### src/hw/uart_pkg.sv
package uart_pkg;
  localparam int CLK_HZ          = 50_000_000;
  localparam int BAUD_MIN        = 1200;
  localparam int BAUD_MAX        = 3_000_000;
  localparam int DIV_W           = 16;
  localparam int DATA_BITS       = 8;
  localparam int BIT_CNT_W       = 4;
  localparam int OVS             = 16;
  localparam int OVS_W           = 4;
  localparam int OVS_MID         = 7;
  localparam int BRK_W           = 32;
  localparam int DIV_MAX_1200    = CLK_HZ / (BAUD_MIN * OVS);
  localparam logic [DIV_W-1:0] DIV_RESET = 16'h00A3;
  localparam logic [1:0] PAR_NONE = 2'h0;
  localparam logic [1:0] PAR_ODD  = 2'h1;
  localparam logic [1:0] PAR_EVEN = 2'h2;
  localparam logic [BRK_W-1:0] BRK_TIMEOUT_RESET = 32'h000001A4;
  localparam int RX_FIFO_DEPTH   = 4;
endpackage

### src/hw/char_store.sv
module char_store #(
  parameter int WIDTH = 8,
  parameter int DEPTH = 4,
  parameter int AW    = 2
) (
  input  wire logic             clk,
  input  wire logic             rst_b,
  input  wire logic             wr_en,
  input  wire logic [WIDTH-1:0] wr_data,
  input  wire logic             rd_en,
  output logic      [WIDTH-1:0] rd_data,
  output logic                  empty,
  output logic                  full
);
  logic [WIDTH-1:0] mem [DEPTH];
  logic [AW:0]      wp_q, wp_d, rp_q, rp_d;
  logic [WIDTH-1:0] rd_q, rd_d;
  logic             do_wr, do_rd;

  assign empty = (wp_q == rp_q);
  assign full  = (wp_q[AW-1:0] == rp_q[AW-1:0]) && (wp_q[AW] != rp_q[AW]);
  assign rd_data = rd_q;

  always_comb begin
    do_wr = wr_en && !full;
    do_rd = rd_en && !empty;
    wp_d  = wp_q + {{AW{1'b0}}, do_wr};
    rp_d  = rp_q + {{AW{1'b0}}, do_rd};
    rd_d  = do_rd ? mem[rp_q[AW-1:0]] : rd_q;
  end

  always_ff @(posedge clk) begin
    if (do_wr) begin
      mem[wp_q[AW-1:0]] <= wr_data;
    end
  end

  always_ff @(posedge clk or negedge rst_b) begin
    if (!rst_b) begin
      wp_q <= '0;
      rp_q <= '0;
      rd_q <= '0;
    end else begin
      wp_q <= wp_d;
      rp_q <= rp_d;
      rd_q <= rd_d;
    end
  end
endmodule

### src/hw/uart_with_break_reset.sv
//Contract
// - one receive and one transmit line, optional low-active rts and cts flow control.
// - device drives rts_b out low-active and samples cts_b in low-active.
// - baud divisor programmable from 1200 baud to 3.0 Mbaud within stated error; code tops out at 1.5625 Mbaud (divisor 1 at 16x oversampling, 50 MHz).
// - 8 data bits, optional odd or even parity, 1 or 2 stop bits.
// - receiver detects continuous low on rx and measures its length.
// - break longer than persistent timeout causes a device reset request; code raises it only while port_enable is high.
// - transmitter can hold tx low to send a break and wake host.
// - reset comes from pin, power-on, long break, or watchdog.
// - in reset, bidirectional pins are inputs and outputs are tri-stated.
// - in reset, rx and cts pulled low weakly, tx and rts high weakly.
// - warm reset keeps data rate; cold reset restores default rate.
// - flow control selectable between rts/cts and none.
module uart_with_break_reset #(
  parameter int                            DIV_W   = uart_pkg::DIV_W,
  parameter int                            BRK_W   = uart_pkg::BRK_W,
  parameter logic [uart_pkg::BRK_W-1:0]    BRK_TMO = uart_pkg::BRK_TIMEOUT_RESET
) (
  input  wire logic             clk,
  input  wire logic             rst_b,
  input  wire logic             cold_rst_b,
  input  wire logic             pin_rst,
  input  wire logic             por,
  input  wire logic             wdog_expire,
  input  wire logic             port_enable,
  input  wire logic             rate_load,
  input  wire logic [DIV_W-1:0] rate_div,
  input  wire logic [1:0]       parity_sel,
  input  wire logic             two_stop,
  input  wire logic             flow_en,
  input  wire logic [BRK_W-1:0] break_reset_timeout,
  input  wire logic             rx_pin,
  input  wire logic             cts_b_pin,
  output logic                  tx_o,
  output logic                  tx_oe,
  output logic                  rts_b_o,
  output logic                  rts_b_oe,
  input  wire logic             tx_valid,
  input  wire logic [7:0]       tx_data,
  output logic                  tx_ready,
  input  wire logic             tx_break,
  output logic                  rx_valid,
  output logic [7:0]            rx_data,
  input  wire logic             rx_ready,
  output logic                  rx_parity_err,
  output logic                  rx_frame_err,
  output logic                  break_active,
  output logic [BRK_W-1:0]      break_duration,
  output logic                  sys_reset_req,
  output logic                  pull_up_tx_rts,
  output logic                  pull_dn_rx_cts
);
  typedef enum logic [4:0] {
    TX_IDLE = 5'h01, TX_START = 5'h02, TX_DATA = 5'h04, TX_STOP = 5'h08, TX_BRK = 5'h10
  } tx_state_t;
  typedef enum logic [4:0] {
    RX_IDLE = 5'h01, RX_START = 5'h02, RX_DATA = 5'h04, RX_PAR = 5'h08, RX_STOP = 5'h10
  } rx_state_t;

  logic             rx_m_q, rx_s_q, cts_m_q, cts_s_q;
  logic [DIV_W-1:0] div_q, div_d, dcnt_q, dcnt_d;
  logic             tick;
  logic             in_rst;
  tx_state_t        ts_q, ts_d;
  rx_state_t        rs_q, rs_d;
  logic [3:0]       tov_q, tov_d, rov_q, rov_d;
  logic [3:0]       tbit_q, tbit_d, rbit_q, rbit_d;
  logic [7:0]       tsh_q, tsh_d, rsh_q, rsh_d;
  logic             tpar_q, tpar_d, tline_q, tline_d, tstop2_q, tstop2_d;
  logic             rperr_q, rperr_d, rferr_q, rferr_d, rpar_q, rpar_d;
  logic [BRK_W-1:0] bcnt_q, bcnt_d;
  logic             brst_q, brst_d;
  logic             st_wr, st_rd, st_empty, st_full, rv_q, rv_d;
  logic             sample;
  logic [DIV_W-1:0] tdcnt_q, tdcnt_d;
  logic             ttick;

  assign in_rst        = !rst_b || pin_rst || por || wdog_expire || brst_q;
  assign sys_reset_req = pin_rst || por || wdog_expire || brst_q;
  assign tx_oe    = !in_rst && port_enable;
  assign rts_b_oe = !in_rst && port_enable;
  assign pull_up_tx_rts = in_rst;
  assign pull_dn_rx_cts = in_rst;
  assign tx_o      = tline_q;
  assign rts_b_o   = flow_en ? st_full : 1'b0;
  assign tick      = (dcnt_q == '0);
  assign ttick     = (tdcnt_q == '0);
  assign sample    = tick && (rov_q == uart_pkg::OVS_MID[3:0]);
  assign break_active   = (bcnt_q != '0);
  assign break_duration = bcnt_q;
  assign tx_ready  = (ts_q == TX_IDLE) && !tx_break && (!flow_en || !cts_s_q);
  assign rx_valid  = rv_q;
  assign st_rd     = !st_empty && (!rv_q || rx_ready);
  assign rx_parity_err = rperr_q;
  assign rx_frame_err  = rferr_q;

  char_store #(.WIDTH(8), .DEPTH(uart_pkg::RX_FIFO_DEPTH), .AW(2)) u_store (
    .clk     (clk),
    .rst_b   (rst_b),
    .wr_en   (st_wr),
    .wr_data (rsh_q),
    .rd_en   (st_rd),
    .rd_data (rx_data),
    .empty   (st_empty),
    .full    (st_full)
  );

  always_comb begin
    rv_d = rv_q;
    if (st_rd) begin
      rv_d = 1'b1;
    end else if (rx_ready) begin
      rv_d = 1'b0;
    end
  end

  always_comb begin
    div_d  = (rate_load && rate_div != '0) ? rate_div : div_q;
    dcnt_d = tick ? div_q : dcnt_q - 1'b1;
    // tx bit phase restarts with each character
    tdcnt_d = (ts_q == TX_IDLE || ttick) ? div_q : tdcnt_q - 1'b1;
  end

  always_comb begin
    ts_d = ts_q; tov_d = tov_q; tbit_d = tbit_q; tsh_d = tsh_q;
    tpar_d = tpar_q; tline_d = tline_q; tstop2_d = tstop2_q;
    unique case (ts_q)
      TX_IDLE: begin
        tline_d = 1'b1;
        if (tx_break) begin
          ts_d = TX_BRK;
        end else if (tx_valid && tx_ready) begin
          ts_d = TX_START; tsh_d = tx_data; tov_d = '0; tbit_d = '0;
          tpar_d = (parity_sel == uart_pkg::PAR_ODD) ? ~^tx_data : ^tx_data;
          tstop2_d = two_stop;
        end
      end
      TX_BRK: begin
        tline_d = 1'b0;
        if (!tx_break) begin
          ts_d = TX_IDLE;
          tline_d = 1'b1;
        end
      end
      TX_START: begin
        tline_d = 1'b0;
        if (ttick) begin
          tov_d = tov_q + 1'b1;
          if (tov_q == 4'hF) begin
            ts_d = TX_DATA;
          end
        end
      end
      TX_DATA: begin
        if (tbit_q < 4'h8) begin
          tline_d = tsh_q[tbit_q[2:0]];
        end else begin
          tline_d = tpar_q;
        end
        if (ttick) begin
          tov_d = tov_q + 1'b1;
          if (tov_q == 4'hF) begin
            tbit_d = tbit_q + 1'b1;
            if (tbit_q == 4'h8 || (tbit_q == 4'h7 && parity_sel == uart_pkg::PAR_NONE)) begin
              ts_d = TX_STOP;
            end
          end
        end
      end
      TX_STOP: begin
        tline_d = 1'b1;
        if (ttick) begin
          tov_d = tov_q + 1'b1;
          if (tov_q == 4'hF) begin
            if (tstop2_q) begin
              tstop2_d = 1'b0;
            end else begin
              ts_d = TX_IDLE;
            end
          end
        end
      end
      default: ts_d = TX_IDLE;
    endcase
  end

  always_comb begin
    rs_d = rs_q; rov_d = rov_q; rbit_d = rbit_q; rsh_d = rsh_q; rpar_d = rpar_q;
    rperr_d = rperr_q; rferr_d = rferr_q; st_wr = 1'b0;
    if (tick && rs_q != RX_IDLE) begin
      rov_d = rov_q + 1'b1;
    end
    unique case (rs_q)
      RX_IDLE: if (!rx_s_q && bcnt_q == '0) begin
        rs_d = RX_START; rov_d = '0;
      end
      RX_START: if (sample) begin
        rs_d = rx_s_q ? RX_IDLE : RX_DATA; rbit_d = '0;
      end
      RX_DATA: if (sample) begin
        rsh_d = {rx_s_q, rsh_q[7:1]};
        rbit_d = rbit_q + 1'b1;
        if (rbit_q == 4'h7) begin
          rs_d = (parity_sel == uart_pkg::PAR_NONE) ? RX_STOP : RX_PAR;
        end
      end
      RX_PAR: if (sample) begin
        rpar_d = rx_s_q; rs_d = RX_STOP;
      end
      RX_STOP: if (sample) begin
        rs_d = RX_IDLE;
        rferr_d = !rx_s_q;
        rperr_d = (parity_sel == uart_pkg::PAR_ODD)  ? (rpar_q == ^rsh_q) :
                  (parity_sel == uart_pkg::PAR_EVEN) ? (rpar_q != ^rsh_q) : 1'b0;
        st_wr = rx_s_q;
      end
      default: rs_d = RX_IDLE;
    endcase
  end

  always_comb begin
    bcnt_d = rx_s_q ? '0 : ((&bcnt_q) ? bcnt_q : bcnt_q + 1'b1);
    brst_d = (bcnt_q > break_reset_timeout) && port_enable;
  end

  always_ff @(posedge clk or negedge rst_b) begin
    if (!rst_b) begin
      rx_m_q <= 1'b1; rx_s_q <= 1'b1; cts_m_q <= 1'b1; cts_s_q <= 1'b1;
    end else begin
      rx_m_q <= rx_pin; rx_s_q <= rx_m_q; cts_m_q <= cts_b_pin; cts_s_q <= cts_m_q;
    end
  end

  always_ff @(posedge clk or negedge cold_rst_b) begin
    if (!cold_rst_b) begin
      div_q <= uart_pkg::DIV_RESET;
    end else begin
      div_q <= div_d;
    end
  end

  always_ff @(posedge clk or negedge rst_b) begin
    if (!rst_b) begin
      dcnt_q <= '0; ts_q <= TX_IDLE; rs_q <= RX_IDLE; tov_q <= '0; rov_q <= '0;
      tbit_q <= '0; rbit_q <= '0; tsh_q <= '0; rsh_q <= '0; tpar_q <= 1'b0;
      tline_q <= 1'b1; tstop2_q <= 1'b0; rperr_q <= 1'b0; rferr_q <= 1'b0;
      rpar_q <= 1'b0; bcnt_q <= '0; brst_q <= 1'b0; rv_q <= 1'b0;
      tdcnt_q <= '0;
    end else begin
      dcnt_q <= dcnt_d; ts_q <= ts_d; rs_q <= rs_d; tov_q <= tov_d; rov_q <= rov_d;
      tbit_q <= tbit_d; rbit_q <= rbit_d; tsh_q <= tsh_d; rsh_q <= rsh_d; tpar_q <= tpar_d;
      tline_q <= tline_d; tstop2_q <= tstop2_d; rperr_q <= rperr_d; rferr_q <= rferr_d;
      rpar_q <= rpar_d; bcnt_q <= bcnt_d; brst_q <= brst_d; rv_q <= rv_d;
      tdcnt_q <= tdcnt_d;
    end
  end
endmodule

### config.mk
export PLATFORM = sky130hd
export DESIGN_NAME = uart_with_break_reset
export DESIGN_NICKNAME = d
export VERILOG_FILES = /design/src/hw/uart_pkg.sv /design/src/hw/char_store.sv /design/src/hw/uart_with_break_reset.sv
export SDC_FILE = /design/constraint.sdc
export NUM_CORES = 1
export LEC_CHECK = 0
export ABC_CLOCK_PERIOD_IN_PS = 4900
export BUFFER_PORTS_ARGS = -buffer_cell sky130_fd_sc_hd__buf_2
export CAP_MARGIN = 30
export CORE_MARGIN = 10
export CORE_UTILIZATION = 45
export CTS_BUF_LIST = sky130_fd_sc_hd__clkbuf_16
export CTS_CLUSTER_SIZE = 28
export DETAILED_ROUTE_END_ITERATION = 12
export GPL_ROUTABILITY_DRIVEN = 0
export PLACE_DENSITY = 0.69
export SYNTH_ARGS = -nofsm -noshare
export SYNTH_HDL_FRONTEND = slang
export SYNTH_SLANG_ARGS = --single-unit
### constraint.sdc
create_clock -name clk -period 4.9 [get_ports clk]
set_input_delay 0.49 -clock clk [delete_from_list [all_inputs] [get_ports clk]]
set_output_delay 0.49 -clock clk [all_outputs]
set_load 0.01 [all_outputs]
==> impl_metrics.json, run 1 <==
{
  "status": "completed",
  "powerDensity_nw_per_um2": 390,
  "timing.hold.ws_ns": 0.0939,
  "finish.utilization_pct": 52.9,
  "grt_pass1_vias": 7240,
  "clock_path_buffers": 2,
  "drt_iter0_drc": 463,
  "initial_core_util_pct": 46.1,
  "yosys.cell_types.count": 72,
  "post_cts_buffers": 0,
  "switching_share_pct": 31.3,
  "io_pins": 125,
  "rows": 53,
  "p_comb_share_pct": 22.5,
  "seq_area_frac_synth_pct": 47.9,
  "crit_path_max_fanout": 7,
  "overflow": 0,
  "setup_slack_ns": 2.04,
  "critPathArrivalTime_ns": 3.00,
  "seq_power_share_pct": 46.3,
  "p_clk_share_pct": 31.2,
  "die_area_sq_um": 28000,
  "worst_ep_required_time_ns": 5.04,
  "synthesis.nets": 1039,
  "areaGrowthSynthToFinish_pct": 14.7,
  "synth_seq_cells": 180,
  "slew_violations": 0,
  "wl_per_cell_um": 16.5,
  "rsz0062_at_grt": "no",
  "skew_ns": 0.0116,
  "slew_headroom_pct": 38.2,
  "crit_start": "dcnt_q[1]$_DFF_PN0_",
  "cts_sinks": 180,
  "fin_crit_ns": 2.86,
  "grt_usage_pct": 15.5,
  "io_buffer_count": 124,
  "ys_warn_count": 0,
  "tns_ns": 0,
  "tightest_slew_ns": 0.924,
  "endpoint_kind": "register",
  "routed_wl_um": 21800,
  "grt_first_pass_wirelength_um": 36600,
  "nNetsFinal": 1153,
  "cp-endpoint": "u_store.mem[0][4]$_DFFE_PP_",
  "antenna_left": 0,
  "reg2reg_from": "dcnt_q[1]$_DFF_PN0_",
  "r2r_setup_slack_ns": 2.04,
  "diodes": 0,
  "clock-root-buffer": "clkbuf_16",
  "synthFlopType": "dfrtp_1",
  "setup_viol": 0,
  "cts_tree": "built",
  "ir_worst_vdd_mv": 0.192,
  "p_int_uw": 3000,
  "firstDrtPassIters": 5,
  "hold_viol_final": 0,
  "htreeDepth": 4,
  "drc": 0,
  "antenna_found_initial": 0,
  "syn-cell-area_sq_um": 9760,
  "viasPerCell": 5.49,
  "via_count": 7257,
  "switchingPower_uw": 1370,
  "power_leakage_uw": 0.00498,
  "synth_edf_count": 32,
  "dpl_cell_area_sq_um": 10600,
  "design_area_sq_um": 11200,
  "die_x_um": 167,
  "avgSynthCellArea_sq_um": 10.6,
  "maxCapViolations": 0,
  "clk_latency_ns": 0.43,
  "reg2regPathDepth": 7,
  "cts_buffers": 17,
  "max_freq_mhz": 350,
  "final_layout_size_suffix_gt1_share_pct": 22.6,
  "grt_max_degree": 80,
  "worstSetupPathType": "register to register",
  "core-area_sq_um": 21200,
  "die_h_um": 167,
  "path_clk_slew_ns": 0.07,
  "post-route-period-util_pct": 58.4,
  "regToRegEndpoint": "u_store.mem[0][4]$_DFFE_PP_",
  "dp_hpwl_um": 15900,
  "start_kind": "register",
  "synth_cells": 920,
  "dp_slack_ns": 2.03,
  "hp-class": "input port to asynchronous set/reset pin",
  "async_flop_share_pct": 82.2
}
## registers in the layout, summed over array words and instances (netlist names), 5 cells and up
signal           flops
break_duration      32
u_store.mem         32
div_q               16
tdcnt_q             16
rsh_q                8
tsh_q                8
rs_q                 5
dcnt_q              16
ts_q                 5
u_store.rd_data      8
## per-layer routing
layer  routed length, um  track usage (%)  part of all wire, %
met1                9980             20.1                   46
met2               10700             26.0                   49
met3                 860             3.07                  3.9
met4                 249             3.97                  1.1
met5                   0                0                    0
## worst max-delay path: stages (launching register included)
cell and delay [ns]:
dfrtp_1 0.41, inv_1 0.08, ha_1 0.18, nor3b_2 0.43, nand4_1 0.26, nor4_2 0.45
nor3b_1 0.51, buf_4 0.25
## worst min path at each step
stage / slack [ns] / from / cells after the start / to
2_1_floorplan: 0.19 / rst_b / 0 / break_duration[0]$_DFFE_PN0P_
5_1_grt: 0.13 / rx_pin / 1 / rx_m_q$_DFF_PN1_
3_3_place_gp: 0.35 / cts_m_q$_DFF_PN1_ / 0 / cts_s_q$_DFF_PN1_
4_1_cts: 0.12 / rst_b / 1 / break_duration[30]$_DFFE_PN0P_
6_report: 0.09 / rst_b / 1 / break_duration[30]$_DFFE_PN0P_
3_5_place_dp: 0.35 / rx_m_q$_DFF_PN1_ / 0 / rx_s_q$_DFF_PN1_
## cell families (layout without fill, tap and decap cells)
| group | after synthesis | in the layout | synth area share, % |
|---|---|---|---|
| AND/OR/NAND/NOR | 325 | 325 | 18.2 |
| flip-flops | 180 | 180 | 47.9 |
| adder cells (fa/ha/maj) | 46 | 46 | 5.90 |
| AO/OA/AOI/OAI | 143 | 143 | 9.14 |
| buffers and inverters | 96 | 223 | 4.05 |
| multiplexers | 71 | 71 | 9.36 |
| XOR/XNOR | 59 | 59 | 5.43 |
## power by group through the flow
stage	logic (uW)	clock network, uW	registers (uW)
after floorplan	811	0	1950
after global placement	963	0	2040
after detailed placement	984	0	2050
after CTS	992	1390	2020
after global routing	1120	1470	2060
final	985	1360	2020
## Yosys cell counts (6+ instances only)
cell        n  share of area [%]
a21o_1      9               0.69
a21oi_1    33                1.7
a31oi_1    14               0.90
and3_1     14               0.90
and4_1      6               0.54
buf_2      13               0.67
clkbuf_1   16               0.62
dfrtp_1   137                 35
dfstp_2    11                3.0
edfxtp_1   32                9.8
ha_1       46                5.9
inv_1      62                2.4
mux2_2     41                4.7
mux2i_1    11                1.1
mux4_2     10                2.3
nand2_1    71                2.7
nand3_1    29                1.5
nand4_1    30                1.9
nor2_1     65                2.5
nor2b_1    15               0.96
nor3_1     22                1.1
nor4_1     21                1.3
o21ai_0    46                2.4
or3_1       8               0.51
xnor2_1    35                3.1
xor2_1     23                2.1
## layout by cell type (no fill, tap or decap), types with 11 or more instances in the layout
master	Yosys	layout
nand2_1	71	71
xor2_1	23	23
nor4_1	21	21
a21oi_1	33	33
mux2i_1	11	11
nor2b_1	15	15
edfxtp_1	32	32
and3_1	14	14
dfrtp_1	137	137
a31oi_1	14	14
inv_1	62	62
o21ai_0	46	46
nor2_1	65	65
ha_1	46	46
clkbuf_16	0	17
nand4_1	30	30
nor3_1	22	22
xnor2_1	35	35
buf_2	13	123
nand3_1	29	29
dfstp_2	11	11
mux2_2	41	41
## layout make-up
type / count / area [sq um]
inverters: 62 / 233
fillers: 1887 / 9950
flip-flops and latches: 180 / 4680
well taps: 275 / 344
clock inverters: 15 / 164
clock buffers: 17 / 425
multi-input cells: 644 / 4690
repair buffers: 129 / 667
## stage by stage
step	std cells	total power [uW]
6_report	1322	4370
3_3_place_gp	1288	3000
4_1_cts	1322	4410
2_1_floorplan	920	2760
3_5_place_dp	1289	3030
5_1_grt	1322	4640
## repair_timing
action | in CTS | in global routing
resized for setup | 0 | 0
hold buffers | 1 | 0
setup endpoints to repair | 0 | 0
endpoints found under the hold margin | 12 | 0
Note: power is estimated with default switching activity, not from simulation.
==> run 2, diff against run 1 <==
--- a/config.mk
+++ b/config.mk
@@ -5,7 +5,7 @@
 export SDC_FILE = /design/constraint.sdc
 export NUM_CORES = 1
 export LEC_CHECK = 0
-export ABC_CLOCK_PERIOD_IN_PS = 4900
+export ABC_CLOCK_PERIOD_IN_PS = 2600
 export BUFFER_PORTS_ARGS = -buffer_cell sky130_fd_sc_hd__buf_2
 export CAP_MARGIN = 30
 export CORE_MARGIN = 10
@@ -14,7 +14,7 @@
 export CTS_CLUSTER_SIZE = 28
 export DETAILED_ROUTE_END_ITERATION = 12
 export GPL_ROUTABILITY_DRIVEN = 0
-export PLACE_DENSITY = 0.69
+export PLACE_DENSITY = 0.71
 export SYNTH_ARGS = -nofsm -noshare
 export SYNTH_HDL_FRONTEND = slang
 export SYNTH_SLANG_ARGS = --single-unit
==> constraint.sdc (replaced) <==
create_clock -name clk -period 2.6 [get_ports clk]
set_input_delay 0.26 -clock clk [delete_from_list [all_inputs] [get_ports clk]]
set_output_delay 0.26 -clock clk [all_outputs]
set_load 0.01 [all_outputs]
==> run 2 against run 1 <==
  * Clock power grew 100%
  * Final cell count grew 1.8%
  * Combinational power grew 100%
  * Highest routed layer unchanged
==> impl_metrics.json, run 2 (synthesized netlist as in run 1, its figures left out) <==
{
  "status": "completed",
  "overflow": 0,
  "tightest_slew_ns": 0.887,
  "io_buffer_count": 124,
  "dp_slack_ns": 0.273,
  "p_comb_share_pct": 23.3,
  "post_cts_buffers": 0,
  "firstDrtPassIters": 5,
  "crit_start": "break_duration[23]$_DFFE_PN0P_",
  "clk_latency_ns": 0.43,
  "viasPerCell": 5.45,
  "io_pins": 125,
  "fin_crit_ns": 2.38,
  "die_h_um": 167,
  "cp-endpoint": "break_active",
  "grt_first_pass_wirelength_um": 37400,
  "antenna_left": 0,
  "slew_violations": 0,
  "endpoint_kind": "primary output",
  "post-route-period-util_pct": 91.5,
  "start_kind": "register",
  "diodes": 0,
  "dp_hpwl_um": 16400,
  "clock_path_buffers": 2,
  "areaGrowthSynthToFinish_pct": 17.1,
  "grt_usage_pct": 15.7,
  "drc": 0,
  "skew_ns": 0.0106,
  "core-area_sq_um": 21200,
  "die_area_sq_um": 28000,
  "grt_max_degree": 70,
  "clock-root-buffer": "clkbuf_16",
  "switchingPower_uw": 2640,
  "drt_iter0_drc": 460,
  "initial_core_util_pct": 46.1,
  "powerDensity_nw_per_um2": 743,
  "worstSetupPathType": "register to primary output",
  "cts_tree": "built",
  "hp-class": "input port to register",
  "grt_pass1_vias": 7470,
  "finish.utilization_pct": 54.0,
  "p_clk_share_pct": 32.2,
  "maxCapViolations": 0,
  "cts_sinks": 180,
  "setup_slack_ns": 0.220,
  "rows": 53,
  "reg2regPathDepth": 8,
  "die_x_um": 167,
  "max_freq_mhz": 420,
  "slew_headroom_pct": 40.9,
  "hold_viol_final": 0,
  "final_cell_mix": "137 x dfrtp_1, 123 x buf_2, 71 x nand2_1, 65 x nor2_1, 63 x inv_1",
  "p_int_uw": 5850,
  "htreeDepth": 4,
  "crit_path_max_fanout": 6,
  "dp.cells": 1310,
  "setup_viol": 0,
  "final_layout_size_suffix_gt1_share_pct": 24.5,
  "reg2reg_from": "dcnt_q[0]$_DFF_PN0_",
  "wl_per_cell_um": 16.2,
  "path_clk_slew_ns": 0.07,
  "rsz0062_at_grt": "no",
  "cts_buffers": 17,
  "worst_ep_required_time_ns": 2.34,
  "critPathArrivalTime_ns": 2.12,
  "ir_worst_vdd_mv": 0.349,
  "mostFrequentLayoutCell": "dfrtp_1",
  "routed_wl_um": 21900,
  "seq_power_share_pct": 44.5,
  "r2r_setup_slack_ns": 0.27,
  "power_leakage_uw": 0.00513,
  "switching_share_pct": 31.1,
  "p_total_uw": 8490,
  "antenna_found_initial": 0,
  "via_count": 7333,
  "regToRegEndpoint": "u_store.mem[3][6]$_DFFE_PP_",
  "nNetsFinal": 1177,
  "final_cells": 1346,
  "tns_ns": 0
}
run 2: layout make-up:
class                      count  area, sq um
tap                          275          344
inverter                      62          233
timing repair buffer         153          855
multi-input combinational    644         4690
sequential                   180         4680
clock inverter                15          205
clock buffer                  17          425
fill                        1832         9720
run 2: metrics by stage:
step                      area (sq um)  hold WS (ns)
after CTS                        11400        0.0294
after global routing             11400        0.0416
final                            11400        0.0403
after global placement           10800        0.0380
after detailed placement         10800        0.0383
after floorplan                   9770       -0.0356
run 2: how the worst min path moves through the flow:
stage                     cells past startpoint  startpoint  slack [ns]                            end
final                                         2    rx_ready        0.04           rx_valid$_DFFE_PN0P_
after global routing                          2    rx_ready        0.04           rx_valid$_DFFE_PN0P_
after CTS                                     2    rx_ready        0.03           rx_valid$_DFFE_PN0P_
after detailed placement                      1       rst_b        0.04               brst_q$_DFF_PN0_
after global placement                        1       rst_b        0.04               brst_q$_DFF_PN0_
after floorplan                               0       rst_b       -0.04  break_duration[0]$_DFFE_PN0P_
run 2: worst max-delay path, stage by stage (launching register included):
cell and delay (ns):
dfrtp_1 0.47, or4_1 0.54, nor4_1 0.22, nand4_1 0.24, buf_2 0.22
run 2: metal layers:
layer  vias up  routed length, um  track usage (%)
met5         -                  0                0
met4         0                248             4.13
met3        20                881             3.58
met2       134              10600             25.3
met1      3570              10100             20.8
li1       3609                  -                -
run 2: power by group through the flow:
| stage | clock (uW) | sequential (uW) | combinational (uW) |
|---|---|---|---|
| 6_report | 2730 | 3780 | 1980 |
| 5_1_grt | 2910 | 3850 | 2250 |
| 4_1_cts | 2790 | 3780 | 1990 |
| 3_5_place_dp | 0 | 3820 | 1970 |
| 3_3_place_gp | 0 | 3810 | 1930 |
| 2_1_floorplan | 0 | 3680 | 1530 |
run 2: timing repair:
item                      CTS  global route
gates resized for setup     0             0
hold endpoints to repair   15             0
hold buffers                4             0
